## src/hw/ubt_pkg.sv

```systemverilog
// Shared constants of the serial port: register map, field positions,
// reset values and divide factors.
// Assumes a 32-bit classic Wishbone bus with byte addressing.
package ubt_pkg;

  // ****************************************************************
  // Register map
  // ****************************************************************
  // Indices are word numbers; the byte address is four times the index.
  localparam int          ADR_W   = 12;
  localparam logic [9:0]  IDX_TXC = 10'h098;
  localparam logic [9:0]  IDX_RXC = 10'h018;
  localparam logic [9:0]  IDX_DIV = 10'h099;
  localparam logic [9:0]  IDX_TXD = 10'h019;
  localparam logic [9:0]  IDX_DIR = 10'h086;

  // ****************************************************************
  // Field positions
  // ****************************************************************
  localparam int TXC_CLK_SRC = 7;
  localparam int TXC_NINE    = 6;
  localparam int TXC_TRANSMIT_ENABLE_BIT    = 5;
  localparam int TXC_SYNC    = 4;
  localparam int TXC_HIGH    = 2;
  localparam int TXC_EMPTY   = 1;
  localparam int TXC_NINTH   = 0;
  localparam int RXC_SERIAL_PORT_ENABLE    = 7;
  localparam int RXC_SINGLE_RECEIVE_ENABLE    = 5;
  localparam int RXC_CONTINUOUS_RECEIVE_ENABLE    = 4;
  localparam int DIR_RX      = 1;
  localparam int DIR_CK      = 2;

  // ****************************************************************
  // Reset values and masks
  // ****************************************************************
  localparam logic [7:0] TXC_RST   = 8'h02;
  localparam logic [7:0] TXC_WMASK = 8'hF5;
  localparam logic [7:0] RXC_RST   = 8'h00;
  localparam logic [7:0] DIV_RST   = 8'h00;
  localparam logic [7:0] DIR_RST   = 8'h00;

  // ****************************************************************
  // Generator ticks per bit and data bits per character, stored as last counts
  // ****************************************************************
  localparam logic [5:0] LOW_LAST  = 6'h3F;
  localparam logic [5:0] HIGH_LAST = 6'h0F;
  localparam logic [5:0] SYNC_LAST = 6'h03;
  localparam logic [3:0] LAST_BIT8 = 4'h7;
  localparam logic [3:0] LAST_BIT9 = 4'h8;

  typedef enum logic [1:0] {TX_IDLE, TX_START, TX_DATA, TX_STOP} ubt_tx_e;

  function automatic logic [ADR_W-1:0] ubt_adr(input logic [9:0] idx);
    return {idx, 2'b00};
  endfunction

endpackage

```

## src/hw/ubt_strm_if.sv

```systemverilog
// Valid/ready word stream between the bus side and the transmitter.
// Assumes both ends sit on the same clock.
`timescale 1ns/1ps
interface ubt_strm_if #(parameter int W = 9);
  logic         valid;
  logic         ready;
  logic [W-1:0] data;
  modport src (output valid, output data, input ready);
  modport snk (input valid, input data, output ready);
endinterface

```

## src/hw/ubt_buf2.sv

```systemverilog
// Two-entry buffer holding transmit words until the shifter takes them.
// Assumes source and sink follow valid/ready on the same clock.
`timescale 1ns/1ps
module ubt_buf2 #(
  parameter int W = 9
) (
  input  wire logic clock,
  input  wire logic rst,
  ubt_strm_if.snk   in_s,
  ubt_strm_if.src   out_s
);
  logic [W-1:0] mem [2];
  logic [W-1:0] next_mem [2];
  logic         wp;
  logic         rp;
  logic [1:0]   cnt;
  logic         next_wp;
  logic         next_rp;
  logic [1:0]   next_cnt;
  logic         push;
  logic         pop;

  assign in_s.ready  = (cnt != 2'h2);
  assign out_s.valid = (cnt != 2'h0);
  assign out_s.data  = mem[rp];
  assign push        = in_s.valid & in_s.ready;
  assign pop         = out_s.valid & out_s.ready;

  always_comb begin
    next_mem = mem;
    next_wp  = wp;
    next_rp  = rp;
    next_cnt = cnt;
    if (push) begin
      next_mem[wp] = in_s.data;
      next_wp      = ~wp;
    end
    if (pop) begin
      next_rp = ~rp;
    end
    if (push && !pop) begin
      next_cnt = cnt + 2'h1;
    end else if (pop && !push) begin
      next_cnt = cnt - 2'h1;
    end
  end

  always_ff @(posedge clock) begin
    mem <= next_mem;
    if (rst) begin
      wp  <= 1'b0;
      rp  <= 1'b0;
      cnt <= 2'h0;
    end else begin
      wp  <= next_wp;
      rp  <= next_rp;
      cnt <= next_cnt;
    end
  end
endmodule

```

## src/hw/ubt_rate_gen.sv

```systemverilog
// Free-running rate timer: one tick every divisor+1 clock cycles.
// Assumes clear is a one-cycle pulse from a divisor write.
`timescale 1ns/1ps
module ubt_rate_gen #(
  parameter int DIV_W = 8
) (
  input  wire logic             clock,
  input  wire logic             rst,
  input  wire logic             clear,
  input  wire logic [DIV_W-1:0] divisor,
  output logic                  tick
);
  logic [DIV_W-1:0] cnt;
  logic [DIV_W-1:0] next_cnt;
  logic             next_tick;

  always_comb begin
    next_tick = 1'b0;
    if (clear) begin
      next_cnt = '0;
    end else if (cnt >= divisor) begin
      next_cnt  = '0;
      next_tick = 1'b1;
    end else begin
      next_cnt = cnt + 1'b1;
    end
  end

  always_ff @(posedge clock) begin
    if (rst) begin
      cnt  <= '0;
      tick <= 1'b0;
    end else begin
      cnt  <= next_cnt;
      tick <= next_tick;
    end
  end
endmodule

```

## src/hw/ubt_top.sv

```systemverilog
// Serial port transmit control, mode selection and rate generation.
// Assumes a classic Wishbone master and pins resolved outside from enables.
//
// Operation
// - Pins serve the port only with port enable and both direction bits set.
// - Modes: asynchronous full duplex, synchronous master, synchronous slave.
// - Mode select bit set means synchronous, cleared means asynchronous.
// - One dedicated 8-bit rate generator serves the asynchronous and synchronous master modes.
// - Divisor register sets the period of the free-running 8-bit timer.
// - Asynchronous mode: high rate select picks the divide factor.
// - Synchronous mode ignores high rate select.
// - Asynchronous low speed: bit rate is clock over 64 times divisor plus one.
// - Asynchronous high speed: bit rate is clock over 16 times divisor plus one.
// - Formulas hold with own clock; slave takes its bit clock from outside.
// - Writing the divisor clears the timer at once.
// - Receive pin level is a majority vote of three samples.
// - Synchronous master bit clock is clock over 4 times divisor plus one.
// - Divisor is the unsigned register value, zero through 255.
`timescale 1ns/1ps
module ubt_top
  import ubt_pkg::*;
(
  input  wire logic             clock,
  input  wire logic             rst,
  input  wire logic             wb_cyc_i,
  input  wire logic             wb_stb_i,
  input  wire logic             wb_we_i,
  input  wire logic [ADR_W-1:0] wb_adr_i,
  input  wire logic [3:0]       wb_sel_i,
  input  wire logic [31:0]      wb_dat_i,
  output logic      [31:0]      wb_dat_o,
  output logic                  wb_ack_o,
  input  wire logic             dt_i,
  output logic                  dt_o,
  output logic                  dt_oe,
  input  wire logic             ck_i,
  output logic                  ck_o,
  output logic                  ck_oe,
  output logic                  rx_level
);

  // ****************************************************************
  // Register file
  // ****************************************************************
  logic [7:0]  txc;
  logic [7:0]  rxc;
  logic [7:0]  div;
  logic [7:0]  dir;
  logic [7:0]  next_txc;
  logic [7:0]  next_rxc;
  logic [7:0]  next_div;
  logic [7:0]  next_dir;
  logic [31:0] next_dat;
  logic        next_ack;
  logic        req;
  logic        wr;
  logic        div_wr;
  logic        shift_empty;

  ubt_strm_if #(.W(9)) push_s ();
  ubt_strm_if #(.W(9)) pop_s ();

  assign req = wb_cyc_i & wb_stb_i & ~wb_ack_o;
  assign wr  = req & wb_we_i & wb_sel_i[0];
  assign push_s.valid = wr && (wb_adr_i == ubt_adr(IDX_TXD));
  assign push_s.data  = {txc[TXC_NINTH], wb_dat_i[7:0]};

  always_comb begin
    next_txc = txc;
    next_rxc = rxc;
    next_div = div;
    next_dir = dir;
    next_dat = wb_dat_o;
    next_ack = 1'b0;
    div_wr   = 1'b0;
    if (req) begin
      // A data write waits here while the buffer is full.
      next_ack = (wb_we_i && wb_adr_i == ubt_adr(IDX_TXD)) ? push_s.ready : 1'b1;
      next_dat = 32'h0000_0000;
    end
    if (wr && next_ack) begin
      if (wb_adr_i == ubt_adr(IDX_TXC)) begin
        next_txc = wb_dat_i[7:0] & TXC_WMASK;
      end else if (wb_adr_i == ubt_adr(IDX_RXC)) begin
        next_rxc = wb_dat_i[7:0];
      end else if (wb_adr_i == ubt_adr(IDX_DIV)) begin
        next_div = wb_dat_i[7:0];
        div_wr   = 1'b1;
      end else if (wb_adr_i == ubt_adr(IDX_DIR)) begin
        next_dir = wb_dat_i[7:0];
      end
    end
    if (req && !wb_we_i) begin
      if (wb_adr_i == ubt_adr(IDX_TXC)) begin
        next_dat[7:0] = {txc[7:4], 1'b0, txc[TXC_HIGH], shift_empty, txc[TXC_NINTH]};
      end else if (wb_adr_i == ubt_adr(IDX_RXC)) begin
        next_dat[7:0] = rxc;
      end else if (wb_adr_i == ubt_adr(IDX_DIV)) begin
        next_dat[7:0] = div;
      end else if (wb_adr_i == ubt_adr(IDX_DIR)) begin
        next_dat[7:0] = dir;
      end
    end
  end

  always_ff @(posedge clock) begin
    if (rst) begin
      txc      <= TXC_RST & TXC_WMASK;
      rxc      <= RXC_RST;
      div      <= DIV_RST;
      dir      <= DIR_RST;
      wb_dat_o <= 32'h0000_0000;
      wb_ack_o <= 1'b0;
    end else begin
      txc      <= next_txc;
      rxc      <= next_rxc;
      div      <= next_div;
      dir      <= next_dir;
      wb_dat_o <= next_dat;
      wb_ack_o <= next_ack;
    end
  end

  // ****************************************************************
  // Rate generator and buffer
  // ****************************************************************
  logic tick;

  ubt_rate_gen #(.DIV_W(8)) u_gen (
    .clock   (clock),
    .rst     (rst),
    .clear   (div_wr),
    .divisor (div),
    .tick    (tick)
  );

  ubt_buf2 #(.W(9)) u_buf (
    .clock (clock),
    .rst   (rst),
    .in_s  (push_s),
    .out_s (pop_s)
  );

  // ****************************************************************
  // Pin synchronisers and receive majority vote
  // ****************************************************************
  logic       dt_s1;
  logic       dt_s2;
  logic       ck_s1;
  logic       ck_s2;
  logic       ck_s3;
  logic [2:0] vote;

  always_ff @(posedge clock) begin
    if (rst) begin
      dt_s1    <= 1'b1;
      dt_s2    <= 1'b1;
      ck_s1    <= 1'b0;
      ck_s2    <= 1'b0;
      ck_s3    <= 1'b0;
      vote     <= 3'h7;
      rx_level <= 1'b1;
    end else begin
      dt_s1 <= dt_i;
      dt_s2 <= dt_s1;
      ck_s1 <= ck_i;
      ck_s2 <= ck_s1;
      ck_s3 <= ck_s2;
      // Sampling on generator ticks keeps the vote window tied to the bit rate.
      if (tick) begin
        vote <= {vote[1:0], dt_s2};
      end
      rx_level <= (vote[0] & vote[1]) | (vote[1] & vote[2]) | (vote[0] & vote[2]);
    end
  end

  // ****************************************************************
  // Transmitter
  // ****************************************************************
  ubt_tx_e    state;
  ubt_tx_e    next_state;
  logic [8:0] shreg;
  logic [8:0] next_shreg;
  logic [3:0] cnt;
  logic [3:0] next_cnt;
  logic [5:0] ps;
  logic [5:0] next_ps;
  logic [5:0] ps_last;
  logic [3:0] bit_last;
  logic       next_line;
  logic       next_dt_oe;
  logic       next_ck_o;
  logic       next_ck_oe;
  logic       sync_m;
  logic       master;
  logic       slave;
  logic       pins_on;
  logic       rx_on;
  logic       tx_go;
  logic       step;
  logic       load_ok;

  assign sync_m   = txc[TXC_SYNC];
  assign master   = txc[TXC_CLK_SRC];
  assign slave    = sync_m & ~master;
  assign pins_on  = rxc[RXC_SERIAL_PORT_ENABLE] & dir[DIR_CK] & dir[DIR_RX];
  assign rx_on    = rxc[RXC_SINGLE_RECEIVE_ENABLE] | rxc[RXC_CONTINUOUS_RECEIVE_ENABLE];
  assign tx_go    = pins_on & txc[TXC_TRANSMIT_ENABLE_BIT] & ~(sync_m & rx_on);
  assign bit_last = txc[TXC_NINE] ? LAST_BIT9 : LAST_BIT8;
  assign shift_empty = (state == TX_IDLE);
  assign load_ok  = slave ? 1'b1 : step;
  assign pop_s.ready = (state == TX_IDLE) && tx_go && load_ok;

  always_comb begin
    if (sync_m) begin
      ps_last = SYNC_LAST;
    end else if (txc[TXC_HIGH]) begin
      ps_last = HIGH_LAST;
    end else begin
      ps_last = LOW_LAST;
    end
  end

  // The slave advances on the outside clock's falling edge, not on ticks.
  assign step = slave ? (ck_s3 & ~ck_s2) : (tick && ps >= ps_last);

  always_comb begin
    next_state = state;
    next_shreg = shreg;
    next_cnt   = cnt;
    next_line  = dt_o;
    next_ps    = ps;
    if (div_wr || (wr && wb_adr_i == ubt_adr(IDX_TXC))) begin
      next_ps = 6'h00;
    end else if (tick) begin
      next_ps = (ps >= ps_last) ? 6'h00 : ps + 6'h01;
    end
    case (state)
      TX_IDLE: begin
        next_line = 1'b1;
        if (pop_s.valid && pop_s.ready) begin
          next_shreg = pop_s.data;
          next_cnt   = 4'h0;
          next_state = sync_m ? TX_DATA : TX_START;
          next_line  = sync_m ? pop_s.data[0] : 1'b0;
        end
      end
      TX_START: begin
        if (step) begin
          next_state = TX_DATA;
          next_line  = shreg[0];
        end
      end
      TX_DATA: begin
        if (step) begin
          if (cnt == bit_last) begin
            next_state = sync_m ? TX_IDLE : TX_STOP;
            next_line  = 1'b1;
          end else begin
            next_shreg = {1'b0, shreg[8:1]};
            next_cnt   = cnt + 4'h1;
            next_line  = shreg[1];
          end
        end
      end
      default: begin
        if (step) begin
          next_state = TX_IDLE;
        end
      end
    endcase
    // Dropping the enable abandons the word in the shifter.
    if (!tx_go) begin
      next_state = TX_IDLE;
      next_line  = 1'b1;
    end
    if (sync_m) begin
      next_ck_o  = master && next_state != TX_IDLE && next_ps[1];
      next_ck_oe = pins_on & master;
      next_dt_oe = pins_on & tx_go;
    end else begin
      next_ck_o  = next_line;
      next_ck_oe = pins_on;
      next_dt_oe = 1'b0;
    end
  end

  always_ff @(posedge clock) begin
    if (rst) begin
      state <= TX_IDLE;
      shreg <= 9'h000;
      cnt   <= 4'h0;
      ps    <= 6'h00;
      dt_o  <= 1'b1;
      dt_oe <= 1'b0;
      ck_o  <= 1'b1;
      ck_oe <= 1'b0;
    end else begin
      state <= next_state;
      shreg <= next_shreg;
      cnt   <= next_cnt;
      ps    <= next_ps;
      dt_o  <= next_line;
      dt_oe <= next_dt_oe;
      ck_o  <= next_ck_o;
      ck_oe <= next_ck_oe;
    end
  end
endmodule

```

## config.mk

```make
export PLATFORM = sky130hd
export DESIGN_NAME = ubt_top
export DESIGN_NICKNAME = d
export VERILOG_FILES = /design/src/hw/ubt_pkg.sv /design/src/hw/ubt_strm_if.sv /design/src/hw/ubt_buf2.sv /design/src/hw/ubt_rate_gen.sv /design/src/hw/ubt_top.sv
export SDC_FILE = /design/constraint.sdc
export NUM_CORES = 1
export LEC_CHECK = 0
export BUFFER_PORTS_ARGS = -buffer_cell sky130_fd_sc_hd__buf_4
export CORE_MARGIN = 8
export CORE_UTILIZATION = 46
export CTS_BUF_LIST = sky130_fd_sc_hd__clkbuf_8 sky130_fd_sc_hd__clkbuf_16
export DETAILED_ROUTE_END_ITERATION = 12
export GPL_ROUTABILITY_DRIVEN = 0
export GPL_TIMING_DRIVEN = 0
export HOLD_SLACK_MARGIN = 0.02
export PLACE_DENSITY = 0.77
export SETUP_SLACK_MARGIN = 0.4
export SYNTH_ARGS = -nofsm -noshare
export SYNTH_HDL_FRONTEND = slang
export SYNTH_SLANG_ARGS = --single-unit
```

## constraint.sdc

```tcl
create_clock -name clock -period 3.6 [get_ports clock]
set_input_delay 0 -clock clock [delete_from_list [all_inputs] [get_ports clock]]
set_output_delay 0 -clock clock [all_outputs]
set_load 0.005 [all_outputs]
```

Word-level counts from Yosys, hierarchy flattened:

Index checks and enable logic that the tools add are counted.

* register bits after elaboration: 104
* latch bits: 0
* memory bits (writable): 0
* bits in read-only memories: 0
* input bits: 55
* output and inout bits: 38
* logic and storage cells: 171
* memories kept: 0

* $add $sub $neg: 5
* multiply operators: 0
* divide/modulo/power cells: 0
* magnitude comparators: 5
* equality and inequality tests: 12
* shifts and indexed selects: 0
* muxes and demuxes: 55
* bitwise operators: 33
* reduce and logical (&&, ||, !) cells: 32

Operator list (count)
* $mux W9: 7
* $mux W8: 6
* $eq A12 B10 Y1 const B: 3
* $eq A12 B7 Y1 const B: 2
* $mux W2: 12
* $and A1 B1 Y1: 18
* $bwmux W18: 1
* $mux W6: 3
* $pmux W9 S2: 1
* $mux W1: 17
* $mux W4: 4
* $logic_and A1 B1 Y1: 14
* $not A1 Y1: 10
* $demux W9 S1: 1
* $add A8 B1 Y8 const B: 1
* $ge A8 B8 Y1: 1
* $pmux W4 S2: 1
* $reduce_and A4 Y1: 2
* $reduce_bool A2 Y1: 4
* $add A6 B1 Y6 const B: 1
* $ge A6 B6 Y1: 1
* $ne A2 B2 Y1 const B: 3
* $pmux W2 S3: 1
* $reduce_or A2 Y1: 3
* 19 further kinds: 25

Logic depth before layout (Yosys ltp):

* depth in word-level cells: 15
* mapped depth: 12
* gate-level depth less buffers: 11

Cells and area by module:

From an unflattened synthesis, not the netlist that was laid out.

* cells, all modules: 527
* area total of the unflattened synthesis: 5123.7 µm²

Modules (own cells, without submodules)
* ubt_top: times used 1, cells each 416, area an instance 3666.0 µm², sequential area each 1461.4 µm²
* ubt_buf2: times used 1, cells each 50, area an instance 853.3 µm², sequential area each 620.6 µm²
* ubt_rate_gen: times used 1, cells each 61, area an instance 604.3 µm², sequential area each 180.2 µm²

Least setup slack after synthesis:

Ideal clock, no wire load.

* path kind: reg2reg
* from: register txc[4]
* to: register u_buf.cnt[1]
* library setup time: 70 ps
* arrival: 2848 ps
* required time: 3530 ps
* setup slack: 682 ps
* cell stages (with the launch flop): 12
* buffers on the path: 1
* period minus slack after synthesis: 2918 ps
* cell sequence: dfxtp_1 buf_2 or2_2 ha_1 a211o_1 a31oi_1 nor2_1 o21a_1 inv_1 ha_1 or3_1 a21oi_1

* cells in the longest elaborated chain, start to end: 10
* elaborated cells on any way between the ends: 17
* classes of those cells: order compare (1); mux (4); bitwise (5); reduce/logical (7)

RTL lines
* from (decl): RTL line ubt_top.sv:45 `logic [7:0] txc;`
* from (signal assigned): RTL line ubt_top.sv:108 `txc <= TXC_RST & TXC_WMASK;`
* from (signal assigned): RTL line ubt_top.sv:115 `txc <= next_txc;`
* $mux W6: RTL line ubt_top.sv:215 `if (sync_m) begin`
* $ge A6 B6 Y1: RTL line ubt_top.sv:225 `assign step = slave ? (ck_s3 & ~ck_s2) : (tick && ps >= ps_last);`
* $logic_and A1 B1 Y1: RTL line ubt_top.sv:225
* $mux W1: RTL line ubt_top.sv:225
* $mux W1: RTL line ubt_top.sv:211 `assign load_ok = slave ? 1'b1 : step;`
* $logic_and A1 B1 Y1 *: RTL line ubt_top.sv:212 `assign pop_s.ready = (state == TX_IDLE) && tx_go && load_ok;`
* $and A1 B1 Y1 *: RTL line ubt_buf2.sv:27 `assign pop = out_s.valid & out_s.ready;`
* $logic_not A1 Y1: RTL line ubt_buf2.sv:41 `if (push && !pop) begin`
* $logic_and A1 B1 Y1: RTL line ubt_buf2.sv:41
* $mux W2 or $reduce_bool A2 Y1 (tied branches)
* to (signal assigned): RTL line ubt_buf2.sv:57 `cnt <= next_cnt;`
* to (decl): RTL line ubt_buf2.sv:16 `logic [1:0] cnt;`

Every way passes the cells marked *; elsewhere a longest branch is shown, timed or not.
A chain may end at the register's enable or synchronous reset.

Worst setup path in the final report:

Ends and elaborated chain as after synthesis.

==> run summary <==
In this run, synthesis inferred 18 flip-flops with an integrated enable. The number of primary I/O pins came out at 93. Max-cap violations in this run came to 0. For this run, the number of Yosys warnings is 0.

The initial utilization of the core area, before any placement, comes to a little under half. The number of sinks driven by the clock tree is around 100. The highest fanout seen on the critical path came out at 10. The floorplan has 37 rows. Global routing used about 17% of the available tracks across all layers. The most frequently used cell type in the post-synthesis netlist is dfxtp_1. The data required time of the critical path is 3.91 ns. The sequential element share of the synthesized area came out at a little under half.

The final worst-path cycle share is between 80 and 90%. The fraction of post-synthesis cell area in the top cell type by area came out at between 30 and 40%. The die covers approximately 14000 um2.

For the pin with the worst max-slew slack, the measured transition is between 0.7 and 0.8 ns. The sum of net half-perimeters after detailed placement came out at approximately 8.4 mm. The buffer levels on the longest clock path came out at 2. The initial DRC count came out at between 200 and 250. The cell area that synthesis handed to floorplanning was just under 5000 um2.

The worst setup path is launched from a register. The tree is rooted in a clkbuf_8. The final wirelength came out at ~11 mm. The run finished with clean final reports. The commonest cells after synthesis are dfxtp_1, nor2_1, nand2_1, mux2i_1, buf_4.

Setup violations remaining at the end of the flow were counted as 0. Setup repair after global routing left no endpoint under its margin. Once placement finished, the instance area stood at roughly 5400 um2. The number of H-tree branching levels is 3. TritonCTS built the clock tree. With fillers left out, the area of the finished cells amounts to roughly 5800 um2. The critical path in this run is classified as register to register. The first global-routing pass estimated ~19 mm of wire. The synthesized area per cell is between 9 and 10 um2. The maximum clock frequency came out at 326 MHz. The repair_antennas step left the layout with diodes totalling 0. The cell with the largest stage delay on the worst path is dfxtp_1. The number of nets with antenna violations after detailed routing came out at 0. The signal on the critical path passes through buf_2, or2_2, ha_1, a211o_1, a31oi_4, nor2_1, o21a_2, inv_2, ha_1, or3_1, a21oi_1.

The stage delay of the slowest cell on the critical path came out at 0.35 ns. The final number of hold-violating endpoints came out at 0. Sorting the synthesized cells by area gives the leading types as dfxtp_1, edfxtp_1, mux2i_1, nor2_1, ha_1.

The number of instances on the worst hold path came out at 4. The static leakage came out at 2.33 nW. TritonCTS created 9 clock buffers. The remaining max-slew budget at the tightest pin is around half. The biggest area contributor in the post-synthesis netlist is dfxtp_1. The total of flip-flops plus latches after synthesis is ~100. The first-pass detailed-route iteration total came out at 5. The number of input and output port buffers inserted came out at 40. The sum of negative setup slack is 0 ns.

The layout net count came out at 667. For this run, the leading register cell type out of synthesis is dfxtp_1. The worst path in the final design needs a cycle of between 3 and 4 ns, including I/O delays and setup. The initial antenna violation count came to 0.

Counting flops with an async set or reset pin after synthesis yields a share of 0%. The largest net degree at the start of global routing is 18. The area of the core region is around 10000 um2.

The total congestion overflow after global routing came out at 0. The clock edge transition at the registers on the reported setup and hold paths came out at roughly 0.10 ns. The data arrival time of the critical path came out at roughly 3.4 ns.

The power per cell area came out at 355 nW/um2. After detailed routing, the number of remaining DRC violations is 0. Counting every instance in the synthesized netlist gives between 500 and 600.

The number of cells traversed by the worst register-to-register path is 11. The tightest min-delay check is of the primary input to register type. The vertical extent of the die is ~120 um. The largest voltage drop on the vdd net came out at 0.000215 V. The post-route netlist has 17.3% of its cells at a drive strength greater than 1. The worst clock skew came out at 0.0117 ns.

Final hold analysis gives a worst-case slack of approximately 0.076 ns. Among the stages of the critical path, the cell type that occurs most often is ha_1. The synthesis-to-layout area growth is 18.6%. After detailed routing, the average wire length per cell comes to roughly 15 um. The number of global-route vias before repair came out at between 3k and 4k. The horizontal extent of the die is 119 um. The count of unique library cells instantiated by Yosys came out at 65. The average via count per standard cell is roughly 5.3. The final count of pins violating max slew came to 0. STA classifies the critical path endpoint as a register. The clock latency at the later pin of the worst-skew pair came out at around 0.38 ns. The count of vias placed by the detailed router came out at around 4k.

Once layout is complete, the utilization of the core stands at around 56%.
## state kept, by name, indices dropped and copies added (netlist names), 2 cells and up
| name | count |
|---|---|
| dir | 8 |
| wb_dat_o | 8 |
| div | 8 |
| state | 2 |
| txc | 6 |
| u_buf.cnt | 2 |
| vote | 3 |
| u_gen.cnt | 8 |
| rxc | 8 |
| cnt | 4 |
| u_buf.mem | 18 |
| ps | 6 |
| shreg | 9 |
## routing by layer
layer	vias up	wire length, um	GRT usage (%)
li1	1908	-	-
met1	1870	4830	19.4
met2	112	5760	29.0
met3	24	582	3.38
met4	0	239	6.88
met5	-	0	0
## placed cells by master (no fill, tap or decap), types with 3 or more instances in the layout
cell type	Yosys	final
buf_2	4	4
dlygate4sd3_1	0	12
o221ai_1	4	4
clkbuf_1	14	14
nand3_1	9	9
a21oi_1	20	20
nor2_1	69	69
xnor2_1	6	6
ha_1	16	16
nand2_1	45	45
inv_1	14	14
buf_1	3	3
clkbuf_8	0	9
nor3_1	6	6
or2_2	4	4
xor2_1	11	11
conb_1	1	24
edfxtp_1	18	18
buf_6	3	3
nor4_1	9	9
dfxtp_1	86	86
nor2b_1	14	14
a221oi_1	5	5
nand2b_1	4	4
a211o_1	4	4
mux2i_1	40	40
o21ai_0	15	15
a2bb2oi_1	4	4
buf_4	26	68
## through the flow
step | worst slack [ns] | std cells | power [W]
2_1_floorplan | 0.682 | 531 | 0.00128
3_3_place_gp | 0.353 | 707 | 0.00133
3_5_place_dp | 0.265 | 707 | 0.00133
4_1_cts | 0.433 | 735 | 0.00205
5_1_grt | 0.398 | 737 | 0.00212
6_report | 0.532 | 737 | 0.00205
## final timing paths
kind / start / end / slack, ns
setup / recovery: txc[4]$_SDFFE_PP0P_ / u_buf.cnt[1]$_SDFFE_PP0P_ / 0.53
hold / removal: wb_adr_i[2] / wb_ack_o$_SDFF_PP0_ / 0.08
setup reg to reg: txc[4]$_SDFFE_PP0P_ / u_buf.cnt[1]$_SDFFE_PP0P_ / 0.53
hold reg to reg: dt_s1$_SDFF_PP1_ / dt_s2$_SDFF_PP1_ / 0.43
## where the power goes
group | total, W | internal [W] | switching [W]
Combinational | 0.000122 | 0.0000600 | 0.0000623
Clock | 0.000730 | 0.000323 | 0.000407
Sequential | 0.00119 | 0.00119 | 0.00000538
## cells by family after synthesis
kind of cell               share of synthesized area, %
xor gates and xnor gates                           3.07
AOI/OAI and AO/OA                                  11.6
DFF                                                46.6
adders and majority gates                          4.12
and+or+nand+nor                                    18.8
buffers and inverters                              7.52
muxes                                              8.25
other                                            0.0772
## worst max-delay path, delay by kind of cell, from the launching register on
family | cells | cell delay (ns)
buffers and inverters | 2 | 0.32
adders and majority gates | 2 | 0.61
AOI/OAI and AO/OA | 4 | 0.95
and+or+nand+nor | 3 | 0.78
DFF | 1 | 0.35
## final cells by class
| class | instances | area (um2) |
|---|---|---|
| repair buffers | 54 | 435 |
| plain buffers | 50 | 313 |
| well taps | 136 | 170 |
| fillers | 909 | 4520 |
| clock inverters | 7 | 71.3 |
| flip-flops and latches | 104 | 2260 |
| inverters | 14 | 52.6 |
| multi-input cells | 363 | 2330 |
| clock buffers | 9 | 124 |
## timing repair
item / in CTS / in global routing
endpoints found under the setup margin: 1 / 1
hold endpoints to repair: 50 / 0
resized for setup: 2 / 2
setup buffers: 0 / 2
pin swaps: 0 / 1
hold buffers: 12 / 0
Note: power is estimated with default switching activity, not from simulation.
